`src/rtl/pwmsd_pkg.sv`:
```
/*
 * constants, register layout and carrier types for the pwm shutdown and
 * auto-restart block with active edge delay.
 * assumes one clock (mclk, 40 MHz) and an avalon-mm slave of 32-bit words.
 */
package pwmsd_pkg;
    // word byte addresses on the register bus; five bits so that the
    // clear register at 0x10 does not alias the restart register at 0x0
    localparam logic [4:0] ADDR_RESTART_DELAY = 5'h00;
    localparam logic [4:0] ADDR_SHUTDOWN_CTRL = 5'h04;
    localparam logic [4:0] ADDR_IRQ_STATUS    = 5'h08;
    localparam logic [4:0] ADDR_IRQ_ENABLE    = 5'h0c;
    localparam logic [4:0] ADDR_IRQ_CLEAR     = 5'h10;
    // field positions
    localparam int RESTART_BIT   = 7;
    localparam int FLAG_BIT      = 7;
    localparam int SRC_LSB       = 4;
    localparam int PAIR_AC_LSB   = 2;
    localparam int PAIR_BD_LSB   = 0;
    // reset values
    localparam logic [7:0] RESTART_DELAY_RST = 8'h00;
    localparam logic [7:0] SHUTDOWN_CTRL_RST = 8'h00;
    localparam logic [1:0] IRQ_RST           = 2'h0;
    // one delay count step is one instruction cycle, four oscillator periods
    localparam int TOSC_NS       = 25;
    localparam int STEP_NS       = 4 * TOSC_NS;
    localparam int CLK_NS        = 25;
    localparam int STEP_CYCLES   = (STEP_NS + CLK_NS - 1) / CLK_NS;
    localparam int DELAY_W       = 7;
    // interrupt status bits
    localparam int IRQ_ENTER     = 0;
    localparam int IRQ_LEAVE     = 1;

    // pin pair shutdown states
    typedef enum logic [1:0] {
        PAIR_LOW  = 2'b00,
        PAIR_HIGH = 2'b01,
        PAIR_HIZ  = 2'b10
    } pwmsd_pair_e;

    // shutdown control register layout
    typedef struct packed {
        logic       flag;     // shutdown_event_flag
        logic [2:0] src;      // shutdown_source_select
        logic [1:0] pairAc;   // pair_ac_shutdown_state
        logic [1:0] pairBd;   // pair_bd_shutdown_state
    } pwmsd_sdctl_s;

    // four pwm pins as output value plus output enable
    typedef struct packed {
        logic [3:0] value;    // d c b a
        logic [3:0] oe;       // high while driven
    } pwmsd_pins_s;
endpackage : pwmsd_pkg

```
`src/rtl/pwmsd_edge_delay.sv`:
```
/*
 * holds back each rising edge of one pwm line by a count of steps.
 * assumes the raw line is on mclk; falling edges pass at once.
 */
`timescale 1ns/100ps
module pwmsd_edge_delay
    import pwmsd_pkg::*;
#(
    parameter int W = DELAY_W
) (
    input  wire logic         mclk,
    input  wire logic         rst,
    input  wire logic         rawIn,
    input  wire logic [W-1:0] delayCount,
    output logic              delayedOut
);
    localparam int CNT_W = W + 3;
    logic             rawPrev_q;   // last raw level
    logic [CNT_W-1:0] wait_q;      // cycles left before edge goes out

    // count down from the scheduled edge; low cancels any pending edge
    always_ff @(posedge mclk or posedge rst) begin
        if (rst) begin
            rawPrev_q  <= 1'b0;
            wait_q     <= '0;
            delayedOut <= 1'b0;
        end else begin
            rawPrev_q <= rawIn;
            if (!rawIn) begin
                wait_q     <= '0;
                delayedOut <= 1'b0;
            end else if (!rawPrev_q) begin
                // delay of zero still costs the output register stage
                wait_q     <= CNT_W'(int'(delayCount) * STEP_CYCLES);
                delayedOut <= (delayCount == '0);
            end else if (wait_q > CNT_W'(1)) begin
                wait_q <= wait_q - CNT_W'(1);
            end else begin
                wait_q     <= '0;
                delayedOut <= 1'b1;
            end
        end
    end
endmodule : pwmsd_edge_delay

```
`src/rtl/pwmsd_top.sv`:
```
/*
 * pwm auto-shutdown with firmware or automatic restart and edge delay.
 * assumes pwm raw lines, period start strobe and comparator levels come
 * from mclk logic; the external interrupt pin is asynchronous.
 */
// Our own choices: the register addresses and register access over Avalon-MM.
`timescale 1ns/100ps
module pwmsd_top
    import pwmsd_pkg::*;
(
    input  wire logic        mclk,
    input  wire logic        rst,
    // avalon-mm slave
    input  wire logic [4:0]  avs_address,
    input  wire logic        avs_read,
    input  wire logic        avs_write,
    input  wire logic [31:0] avs_writedata,
    input  wire logic [3:0]  avs_byteenable,
    output logic [31:0]      avs_readdata,
    output logic             avs_waitrequest,
    // pwm generator side
    input  wire logic [3:0]  pwmRaw,
    input  wire logic        periodStart,
    input  wire logic        cmpOneHigh,
    input  wire logic        cmpTwoHigh,
    input  wire logic        extIntPin_n,
    // pins and interrupt
    output pwmsd_pins_s      pwmPins,
    output logic             irq
);
    logic [7:0]   restartDelay_q;  // pwm_restart_delay_control
    pwmsd_sdctl_s sdCtl_q;         // pwm_shutdown_control
    logic [1:0]   irqStatus_q;     // sticky enter and leave events
    logic [1:0]   irqEnable_q;     // interrupt mask
    logic         answered_q;      // one wait state then answer
    logic         running_q;       // pwm output live
    logic [1:0]   extSync_q;       // pin synchroniser
    logic         condPrev_q;      // flag last cycle
    logic         restartAuto;     // restart_auto_enable
    logic [DELAY_W-1:0] delayCnt;  // active_edge_delay_count
    logic         extLow;          // pin held low, synchronised
    logic         condition;       // live shutdown condition
    logic         wrAccept;        // write takes effect this edge
    logic         rdAccept;        // read answered this edge
    logic         flagWrite;       // software writes the flag bit
    logic [3:0]   delayed;         // pwm lines after edge delay
    logic [1:0]   irqEvent;        // events raised this cycle

    assign restartAuto = restartDelay_q[RESTART_BIT];
    assign delayCnt    = restartDelay_q[DELAY_W-1:0];

    // bus: every access waits one cycle, then answers
    assign avs_waitrequest = (avs_read | avs_write) & ~answered_q;
    assign wrAccept = avs_write & answered_q;
    assign rdAccept = avs_read & answered_q;
    assign flagWrite = wrAccept && avs_address == ADDR_SHUTDOWN_CTRL
                       && avs_byteenable[0];

    // answered flag drops after each completed access
    always_ff @(posedge mclk or posedge rst) begin
        if (rst) begin
            answered_q <= 1'b0;
        end else begin
            answered_q <= (avs_read | avs_write) & ~answered_q;
        end
    end

    // two flops before the pin is seen by any logic
    always_ff @(posedge mclk or posedge rst) begin
        if (rst) begin
            extSync_q <= 2'b11;
        end else begin
            extSync_q <= {extSync_q[0], extIntPin_n};
        end
    end
    assign extLow = ~extSync_q[1];

    // trigger selection; bit 2 adds the low pin to comparator choices
    always_comb begin
        condition = (sdCtl_q.src[0] & cmpOneHigh)
                  | (sdCtl_q.src[1] & cmpTwoHigh)
                  | (sdCtl_q.src[2] & extLow);
    end

    // restart and delay register, plain read-write
    always_ff @(posedge mclk or posedge rst) begin
        if (rst) begin
            restartDelay_q <= RESTART_DELAY_RST;
        end else if (wrAccept && avs_address == ADDR_RESTART_DELAY
                     && avs_byteenable[0]) begin
            restartDelay_q <= avs_writedata[7:0];
        end
    end

    // shutdown control; the flag is set by hardware, cleared by software
    // or by auto restart, and hardware set always beats a clear
    always_ff @(posedge mclk or posedge rst) begin
        if (rst) begin
            sdCtl_q <= SHUTDOWN_CTRL_RST;
        end else begin
            if (flagWrite) begin
                sdCtl_q.src    <= avs_writedata[SRC_LSB+2:SRC_LSB];
                sdCtl_q.pairAc <= avs_writedata[PAIR_AC_LSB+1:PAIR_AC_LSB];
                sdCtl_q.pairBd <= avs_writedata[PAIR_BD_LSB+1:PAIR_BD_LSB];
            end
            if (condition) begin
                // flag held and writes to it ignored
                sdCtl_q.flag <= 1'b1;
            end else if (restartAuto) begin
                sdCtl_q.flag <= 1'b0;
            end else if (flagWrite) begin
                // manual mode: only software clears the flag
                sdCtl_q.flag <= avs_writedata[FLAG_BIT];
            end
        end
    end

    // output comes back only at the start of a period after the flag
    // drops; this also covers a software-raised flag
    always_ff @(posedge mclk or posedge rst) begin
        if (rst) begin
            running_q <= 1'b1;
        end else if (sdCtl_q.flag) begin
            running_q <= 1'b0;
        end else if (periodStart) begin
            running_q <= 1'b1;
        end
    end

    // one edge delay per pin; a generate keeps the four lines alike
    for (genvar i = 0; i < 4; i++) begin : g_delay
        pwmsd_edge_delay #(
            .W (DELAY_W)
        ) u_delay (
            .mclk       (mclk),
            .rst        (rst),
            .rawIn      (pwmRaw[i]),
            .delayCount (delayCnt),
            .delayedOut (delayed[i])
        );
    end

    // pins: shutdown state is combinational from the flag so that it
    // applies without waiting for the next period
    always_comb begin
        logic [1:0] st;
        st = 2'b00;
        for (int i = 0; i < 4; i++) begin
            // pins a,c are 0,2; pins b,d are 1,3
            st = (i % 2 == 0) ? sdCtl_q.pairAc : sdCtl_q.pairBd;
            if (sdCtl_q.flag || !running_q) begin
                pwmPins.value[i] = (st == PAIR_HIGH);
                pwmPins.oe[i]    = ~st[1];
            end else begin
                pwmPins.value[i] = delayed[i];
                pwmPins.oe[i]    = 1'b1;
            end
        end
    end

    // enter and leave shutdown events
    always_ff @(posedge mclk or posedge rst) begin
        if (rst) begin
            condPrev_q <= 1'b0;
        end else begin
            condPrev_q <= sdCtl_q.flag;
        end
    end
    assign irqEvent = {condPrev_q & ~sdCtl_q.flag, ~condPrev_q & sdCtl_q.flag};

    // sticky status; an event in the clearing cycle wins
    always_ff @(posedge mclk or posedge rst) begin
        if (rst) begin
            irqStatus_q <= IRQ_RST;
        end else if (wrAccept && avs_address == ADDR_IRQ_CLEAR) begin
            irqStatus_q <= (irqStatus_q & ~avs_writedata[1:0]) | irqEvent;
        end else begin
            irqStatus_q <= irqStatus_q | irqEvent;
        end
    end

    // interrupt enable register
    always_ff @(posedge mclk or posedge rst) begin
        if (rst) begin
            irqEnable_q <= IRQ_RST;
        end else if (wrAccept && avs_address == ADDR_IRQ_ENABLE
                     && avs_byteenable[0]) begin
            irqEnable_q <= avs_writedata[1:0];
        end
    end
    assign irq = |(irqStatus_q & irqEnable_q);

    // read data registered at the wait-state edge, ready at the answering edge; unmapped reads zero
    always_ff @(posedge mclk or posedge rst) begin
        if (rst) begin
            avs_readdata <= 32'h0000_0000;
        end else if (avs_read & ~answered_q) begin
            case (avs_address)
                ADDR_RESTART_DELAY: avs_readdata <= {24'h0, restartDelay_q};
                ADDR_SHUTDOWN_CTRL: avs_readdata <= {24'h0, sdCtl_q};
                ADDR_IRQ_STATUS:    avs_readdata <= {30'h0, irqStatus_q};
                ADDR_IRQ_ENABLE:    avs_readdata <= {30'h0, irqEnable_q};
                default:            avs_readdata <= 32'h0000_0000;
            endcase
        end
    end
endmodule : pwmsd_top

```
`config.mk`:
```
export PLATFORM = sky130hd
export DESIGN_NAME = pwmsd_top
export DESIGN_NICKNAME = d
export VERILOG_FILES = /design/src/rtl/pwmsd_pkg.sv /design/src/rtl/pwmsd_edge_delay.sv /design/src/rtl/pwmsd_top.sv
export SDC_FILE = /design/constraint.sdc
export NUM_CORES = 1
export LEC_CHECK = 0
export CAP_MARGIN = 5
export CORE_ASPECT_RATIO = 0.6
export CORE_MARGIN = 4
export CORE_UTILIZATION = 33
export CTS_CLUSTER_SIZE = 25
export DETAILED_ROUTE_END_ITERATION = 8
export DONT_BUFFER_PORTS = 1
export GPL_ROUTABILITY_DRIVEN = 0
export HOLD_SLACK_MARGIN = 0.03
export PLACE_DENSITY_LB_ADDON = 0.12
export SYNTH_ARGS = -nofsm -noshare
export SYNTH_HDL_FRONTEND = slang
export SYNTH_SLANG_ARGS = --single-unit
```
`constraint.sdc`:
```
create_clock -name mclk -period 5.4 [get_ports mclk]
set_input_delay 0.54 -clock mclk [delete_from_list [all_inputs] [get_ports mclk]]
set_output_delay 0.54 -clock mclk [all_outputs]
set_load 0.05 [all_outputs]
```
Word-level counts from Yosys, hierarchy flattened

Index checks and enable logic that the tools add are counted.
Widths: inputs -> output; s select.

Register bits after elaboration: 105
Input port bits: 53

Reduce and logical (&&, ||, !) cells: 14
Bitwise operators: 22
Magnitude comparators: 4
Equality and inequality tests: 10
Multiplexer cells: 37
Add/sub/neg operators: 4

Operators by type and width:

| cell                  | count |
|---|---|
| $mux 10               | 12 |
| $gt 10x1->1 const B   | 4 |
| $sub 10x1->10 const B | 4 |
| $pmux 8 s4            | 1 |
| $mux 1                | 23 |
| $ne 3x3->1 const B    | 4 |
| $eq 5x4->1 const B    | 2 |
| $and 1x1->1           | 8 |
| $logic_and 1x1->1     | 7 |
| $logic_not 7->1       | 1 |
| $not 1->1             | 6 |
| $eq 5x3->1 const B    | 1 |
| $eq 5x5->1 const B    | 1 |
| $logic_not 5->1       | 1 |
| $and 2x2->2           | 2 |
| $eq 2x1->1 const B    | 2 |
| $or 2x2->2            | 2 |
| $or 1x1->1            | 3 |
| $reduce_bool 3->1     | 1 |
| $mux 2                | 1 |
| $not 2->2             | 1 |
| $reduce_bool 2->1     | 1 |
| $reduce_or 2->1       | 1 |
| $logic_not 1->1       | 1 |
| $logic_or 1x1->1      | 1 |

Longest topological paths before layout

Gate-level depths: netlist of run 1.

Depth in word-level cells: 6
Mapped depth: 6
Mapped depth without buffers: 6

Hierarchy

Synthesis of run 1 repeated with hierarchy kept, for this count alone.

Cell total of the unflattened synthesis: 407
Area total of the unflattened synthesis: 4250.3 µm²

By module, submodules not included:

| module           | cells each | times used | area each (µm²) | seq. area each (µm²) |
|---|---|---|---|---|
| pwmsd_edge_delay | 66         | 4          | 643.1           | 300.3 |
| pwmsd_top        | 143        | 1          | 1677.9          | 829.5 |

Worst setup path before layout of run 1

No wires, ideal clock.

Kind: input -> output
Start: in avs_write
End: out avs_waitrequest
Stages on the path: 2
Arrival: 1237 ps
Slack: 3623 ps
Data required time: 4860 ps
Cell sequence: nor2_1 -> nor2_1

Cells in the longest elaborated chain, start to end: 2

RTL lines:

| item            | RTL line        | text |
|---|---|---|
| start, declared | pwmsd_top.sv:16 | `input wire logic avs_write,` |
| $or 1x1->1      | pwmsd_top.sv:53 | `assign avs_waitrequest = (avs_read \| avs_write) & ~answered_q;` |
| $and 1x1->1     | pwmsd_top.sv:53 |  |
| end, declared   | pwmsd_top.sv:20 | `output logic avs_waitrequest,` |

No other way between the ends.

==> results of run 1 <==
[flip-flops by register name, indices dropped and copies added, names as in the netlist]
register / count
answered_q: 1
irqEnable_q: 2
restartDelay_q: 8
g_delay.u_delay.rawPrev_q: 4
running_q: 1
irqStatus_q: 2
extSync_q: 2
avs_readdata: 8
condPrev_q: 1
g_delay.u_delay.delayedOut: 4
sdCtl_q: 8
g_delay.u_delay.wait_q: 40
[cells by family after synthesis]
logic type / count (synthesis)
AND/OR/NAND/NOR: 136
flip-flops: 81
AO/OA/AOI/OAI: 64
buffers and inverters: 51
XOR/XNOR: 28
multiplexers: 28
adder cells (fa/ha/maj): 8
other: 1
[layout make-up]
cell class / instances / area, um^2
clock buffer: 13 / 240
clock inverter: 3 / 68.8
fill: 1207 / 7630
inverter: 17 / 65.1
multi-input combinational: 288 / 1890
sequential: 81 / 2030
tap: 165 / 206
timing repair buffer: 1 / 7.51
[worst max path at each step]
stage / endpoint / startpoint / cells after the start / slack (ns)
5_1_grt: pwmPins[7] / running_q / 3 / 2.89
3_3_place_gp: pwmPins[7] / running_q / 3 / 3.33
4_1_cts: pwmPins[7] / running_q / 3 / 2.98
6_report: pwmPins[5] / running_q / 3 / 2.96
2_1_floorplan: answered_q / rst / 1 / 2.78
3_5_place_dp: pwmPins[7] / running_q / 3 / 3.30
[critical path, delay by kind of cell (launching register included)]
family | cells | cell delay (ns)
AND/OR/NAND/NOR | 2 | 0.65
flip-flops | 1 | 0.54
AO/OA/AOI/OAI | 1 | 0.38
[where the power goes]
part	internal (mW)	switching (mW)	leakage (nW)	total, mW
Sequential	0.784	0.212	1.06	0.996
Clock	0.407	0.238	0.148	0.645
Combinational	0.544	0.660	0.839	1.20
[synthesized netlist by cell type, types with 2 or more instances]
cell | n | area, um^2
nor2_1 | 28 | 105
mux2_2 | 9 | 101
and4_1 | 2 | 17.5
nor3b_1 | 4 | 30.0
dfrtp_1 | 78 | 1950
clkbuf_1 | 5 | 18.8
nand3_1 | 8 | 40.0
nand2b_1 | 2 | 12.5
ha_1 | 8 | 100
a21o_1 | 4 | 30.0
dfstp_2 | 3 | 78.8
o21ai_1 | 10 | 50.1
o2111ai_1 | 4 | 35.0
nand2_1 | 47 | 176
nor2b_1 | 6 | 37.5
o31ai_1 | 7 | 52.6
mux2i_1 | 9 | 90.1
xor2_1 | 10 | 87.6
mux4_2 | 2 | 45.0
nor4_1 | 4 | 25.0
xnor2_1 | 18 | 158
nor4_2 | 3 | 37.5
mux2_1 | 8 | 90.1
nor3_1 | 14 | 70.1
a21oi_1 | 4 | 20.0
and3b_1 | 2 | 17.5
buf_4 | 27 | 203
o21ai_0 | 22 | 110
nand3b_1 | 4 | 30.0
a31oi_1 | 4 | 25.0
or4_1 | 2 | 15.0
a22o_1 | 4 | 35.0
inv_1 | 17 | 63.8
[per-layer routing]
metal / wire (um) / up-vias / part of all wire [%] / GRT usage (%)
li1: - / 1341 / - / -
met1: 4950 / 1377 / 53 / 21.1
met2: 3850 / 52 / 41 / 18.0
met3: 548 / 7 / 5.8 / 4.81
met4: 69 / 0 / 0.73 / 3.34
met5: 0 / - / 0 / 0
[stage by stage]
stage          utilization, %  cells  setup WS [ns]  power [mW]  hold WS, ns
2_1_floorplan               -    420           2.78        2.00        0.345
3_3_place_gp             34.6    552           3.33        2.20        0.352
3_5_place_dp             34.6    552           3.30        2.22        0.349
4_1_cts                  37.2    568           2.98        2.87        0.192
5_1_grt                  37.2    568           2.89        3.08        0.182
6_report                 37.2    568           2.96        2.84        0.206
==> results.json, run 1 <==
{
  "outcome": "complete, no violations",
  "clockRootBuffer": "clkbuf_16",
  "area_delta_synth_final_pct": 9.20,
  "synth_fa_ha_area_share_pct": 2.42,
  "cts_sinks": 81,
  "startpoint_type": "flop",
  "grt_pass1_vias": 2675,
  "path_cells": "nor2b_1 > nor3b_1 > a21o_1",
  "holdBufCountCts": 0,
  "hold_end": "extSync_q[0]",
  "r2r_end": "g_delay[1].u_delay.wait_q[5]",
  "layout_commonest_cell": "dfrtp_1",
  "cts_buffer_depth": 2,
  "worstMarginPinSlew_ns": 1.05,
  "end_kind": "primary output",
  "vias": 2777,
  "antenna_cells": 0,
  "ys_seq_area_share_pct": 49.1,
  "clock_skew_ns": 0.0102,
  "finalSetupViolCount": 0,
  "drcViolationCount": 0,
  "synth_warnings": 0,
  "slowest_delay_ns": 0.54,
  "place_hpwl_um": 6870,
  "hold_viol_final": 0,
  "synthCells": 397,
  "synth_top_family_by_area": "simple AND/OR/NAND/NOR gates",
  "synth_compound_area_share_pct": 9.75,
  "place_area_um2": 4200,
  "synth.distinct_cells": 51,
  "min_period_ns": 2.44,
  "regToRegStartpoint": "g_delay[1].u_delay.wait_q[0]",
  "grt_pass1_wl_um": 15200,
  "antenna_found_initial": 1,
  "power_density_nw_per_um2": 630,
  "viasPerCell": 4.89,
  "drtIter0Drc": 159,
  "path_max_fanout": 6,
  "synth_edf_count": 0,
  "grt_max_degree": 82,
  "io_buffers": 0,
  "final_cell_mix": "dfrtp_1, nand2_1, nor2_1",
  "drv_cap": 0,
  "muxShareOfSynthArea_pct": 7.90,
  "ys_ff_latch": 81,
  "cp.arrival_ns": 1.90,
  "totalWireLength_um": 9420,
  "path_clk_slew_ns": 0.06,
  "hold_path_depth": 0,
  "grt_overflow": 0,
  "antenna_left": 0,
  "critPathKind": "reg -> out",
  "groute.usage.overall_pct": 13.7,
  "synthFlopType": "dfrtp_1",
  "row_count": 31,
  "synth_area_per_cell_um2": 10.4,
  "wl_per_cell_um": 16.6,
  "min-delay-start": "extIntPin_n",
  "netlist_area_um2": 4130,
  "cts_buffers": 9,
  "worstRegToRegCells": 5,
  "slowest_stage": "dfstp_2",
  "timing.slew.headroom_pct": 29.7,
  "die_w_um": 152,
  "ctsResizeCount": 0,
  "async_reset_ff_share_pct": 100,
  "dr.pass1.iters": 4,
  "start_util_pct": 34.0,
  "cts_tree": "built",
  "synth-xor-area-share_pct": 5.93,
  "max_freq_mhz": 409,
  "fin_crit_sh_pct": 45.3,
  "slew_viol_final": 0,
  "cts_setup_buffers": 0,
  "finalSetupTns_ns": 0,
  "irDropWorstVdd_v": 0.000209,
  "p_leak_nw": 2.05,
  "hp-class": "in -> reg",
  "fin_nets": 459,
  "die_h_um": 94.7,
  "final_area_um2": 4510,
  "core_area_um2": 12100,
  "critPathRequiredTime_ns": 4.86,
  "ff2ff_setup_slack_ns": 3.61,
  "rsz0062_at_grt": "false",
  "die-area_um2": 14400,
  "io-pin-count": 95,
  "synthSimpleGateAreaFrac_pct": 17.7,
  "htreeDepth": 3,
  "clk_latency_ns": 0.33,
  "layout-drive-gt1-share_pct": 9.18
}
No activity file was read; power rests on OpenSTA's default activity.
==> inputs of run 2 (changes only) <==
==> constraint.sdc (replaced) <==
create_clock -name mclk -period 2 [get_ports mclk]
set_input_delay 0.2 -clock mclk [delete_from_list [all_inputs] [get_ports mclk]]
set_output_delay 0.2 -clock mclk [all_outputs]
set_load 0.05 [all_outputs]
==> run 2 against run 1 <==
Effect of this change:
- sequential power rose to 2.7 times the previous value
- clock skew down 0.0024 ns
- sequential share of layout area down 2.4 points
- critical path depth unchanged
- die area unchanged
- combinational power rose to 2.9 times the previous value
- worst hold slack worse by 0.16 ns
- sequential cell count unchanged
- critical path type unchanged
- largest cell class unchanged
==> results.json, run 2 (synthesized netlist as in run 1, its figures left out) <==
{
  "drcViolationCount": 0,
  "combPwrFrac_pct": 45.1,
  "finalSetupTns_ns": 0,
  "io-pin-count": 95,
  "hold_viol_final": 0,
  "regToRegStartpoint": "g_delay[3].u_delay.wait_q[0]",
  "p_leak_nw": 2.18,
  "antenna_found_initial": 0,
  "slew_viol_final": 0,
  "finalSetupViolCount": 0,
  "layout_commonest_cell": "dfrtp_1",
  "timing.slew.headroom_pct": 62.5,
  "clk_latency_ns": 0.33,
  "fin_crit_sh_pct": 92.5,
  "path_cells": "nor2b_4 > nor3b_1 > a21o_1",
  "rsz0062_at_grt": "false",
  "r2r_end": "g_delay[3].u_delay.wait_q[8]",
  "p_sw_share_pct": 39.3,
  "outcome": "complete, no violations",
  "critPathRequiredTime_ns": 1.80,
  "use_met2_pct": 19.5,
  "htreeDepth": 3,
  "worstRegToRegCells": 6,
  "dr.pass1.iters": 4,
  "final_cell_mix": "dfrtp_1, nand2_1, nor2_1",
  "worstMarginPinSlew_ns": 0.562,
  "row_count": 31,
  "antenna_cells": 0,
  "p_seq_share_pct": 34.5,
  "totalWireLength_um": 9710,
  "fin_nets": 489,
  "place_hpwl_um": 6980,
  "die_w_um": 152,
  "drv_cap": 0,
  "hold_end": "sdCtl_q[7]",
  "min-delay-start": "cmpTwoHigh",
  "hold_path_depth": 2,
  "dp.cells": 567,
  "cp.arrival_ns": 1.65,
  "grt_overflow": 0,
  "critPathKind": "reg -> out",
  "startpoint_type": "flop",
  "hp-class": "in -> reg",
  "io_buffers": 0,
  "power_density_nw_per_um2": 1620,
  "grt_pass1_vias": 2933,
  "cts_buffers": 9,
  "p_int_mw": 4.70,
  "crit_family": "flip-flops",
  "max_freq_mhz": 540,
  "die_h_um": 94.7,
  "cts_setup_buffers": 0,
  "busiest_layer": "met1",
  "switchingPower_mw": 3.04,
  "end_kind": "primary output",
  "crit_buf_inv": 0,
  "wl_per_cell_um": 16.3,
  "cts_tree": "built",
  "cts_sinks": 81,
  "start_util_pct": 34.0,
  "area_delta_synth_final_pct": 15.4,
  "top_register": "g_delay.u_delay.wait_q",
  "drtIter0Drc": 154,
  "slowest_delay_ns": 0.48,
  "ff2ff_setup_slack_ns": 0.26,
  "clock_skew_ns": 0.00773,
  "grt_pass1_wl_um": 16100,
  "final_util_pct": 39.3,
  "core_area_um2": 12100,
  "largest_reg_flops": 40,
  "path_max_fanout": 6,
  "die-area_um2": 14400,
  "use_met1_pct": 21.8,
  "fin_total_pwr_mw": 7.73,
  "layout-drive-gt1-share_pct": 12.5,
  "slowest_stage": "dfrtp_1",
  "irDropWorstVdd_v": 0.000647,
  "power.share.clock_pct": 20.4,
  "viasPerCell": 4.83,
  "fin_cells": 596,
  "path_clk_slew_ns": 0.06,
  "min_period_ns": 1.85,
  "clockRootBuffer": "clkbuf_16",
  "vias": 2878,
  "groute.usage.overall_pct": 14.3,
  "grt_max_degree": 82,
  "cts_buffer_depth": 2,
  "met3_usage_pct": 4.35,
  "antenna_left": 0
}
-- run 2: cell count changes in the layout (fill, tap and decap cells not counted), sizes merged --
cell / change
buf: +15
bufinv: -1
clkinvlp: +1
clkbuf: -2
dlygate4sd3: +15
-- run 2: stage by stage --
stage                     instance area [um^2]  hold slack, ns  setup slack, ns
after floorplan                           4220           0.204            0.471
after global placement                    4330           0.205            0.226
after detailed placement                  4330           0.205            0.226
after CTS                                 4760          0.0369           0.0460
after global routing                      4770          0.0478           0.0983
final                                     4770          0.0452            0.149
-- run 2: power groups by stage --
stage          registers [mW]  logic (mW)  clock network (mW)
2_1_floorplan            2.55        2.84                   0
3_3_place_gp             2.68        3.42                   0
3_5_place_dp             2.68        3.46                   0
4_1_cts                  2.66        3.52                1.63
5_1_grt                  2.76        3.96                1.70
6_report                 2.67        3.49                1.58
-- run 2: worst max-delay path by stage --
stage | to | slack (ns) | start | cells past startpoint
after floorplan | g_delay[3].u_delay.wait_q[8] | 0.47 | g_delay[3].u_delay.wait_q[0] | 6
after global routing | pwmPins[4] | 0.1 | sdCtl_q[7] | 3
after CTS | pwmPins[7] | 0.05 | running_q | 4
final | pwmPins[4] | 0.15 | sdCtl_q[7] | 3
after detailed placement | pwmPins[7] | 0.23 | running_q | 4
after global placement | pwmPins[7] | 0.23 | running_q | 4
-- run 2: layout make-up --
cell class	instances	area (um^2)
sequential	81	2030
multi-input combinational	288	1910
fill	1215	7370
clock inverter	3	43.8
tap	165	206
inverter	17	67.6
timing repair buffer	31	283
clock buffer	11	233
-- run 2: metal layers --
layer	up-vias	routed length, um
met1	1415	5130
li1	1407	-
met4	0	104
met2	49	4000
met5	-	0
met3	7	474
-- run 2: what timing repair did --
item	CTS	global route
hold buffers	15	0
setup endpoints to repair	4	2
gates resized for setup	1	2
gates cloned	0	0
hold endpoints to repair	111	0
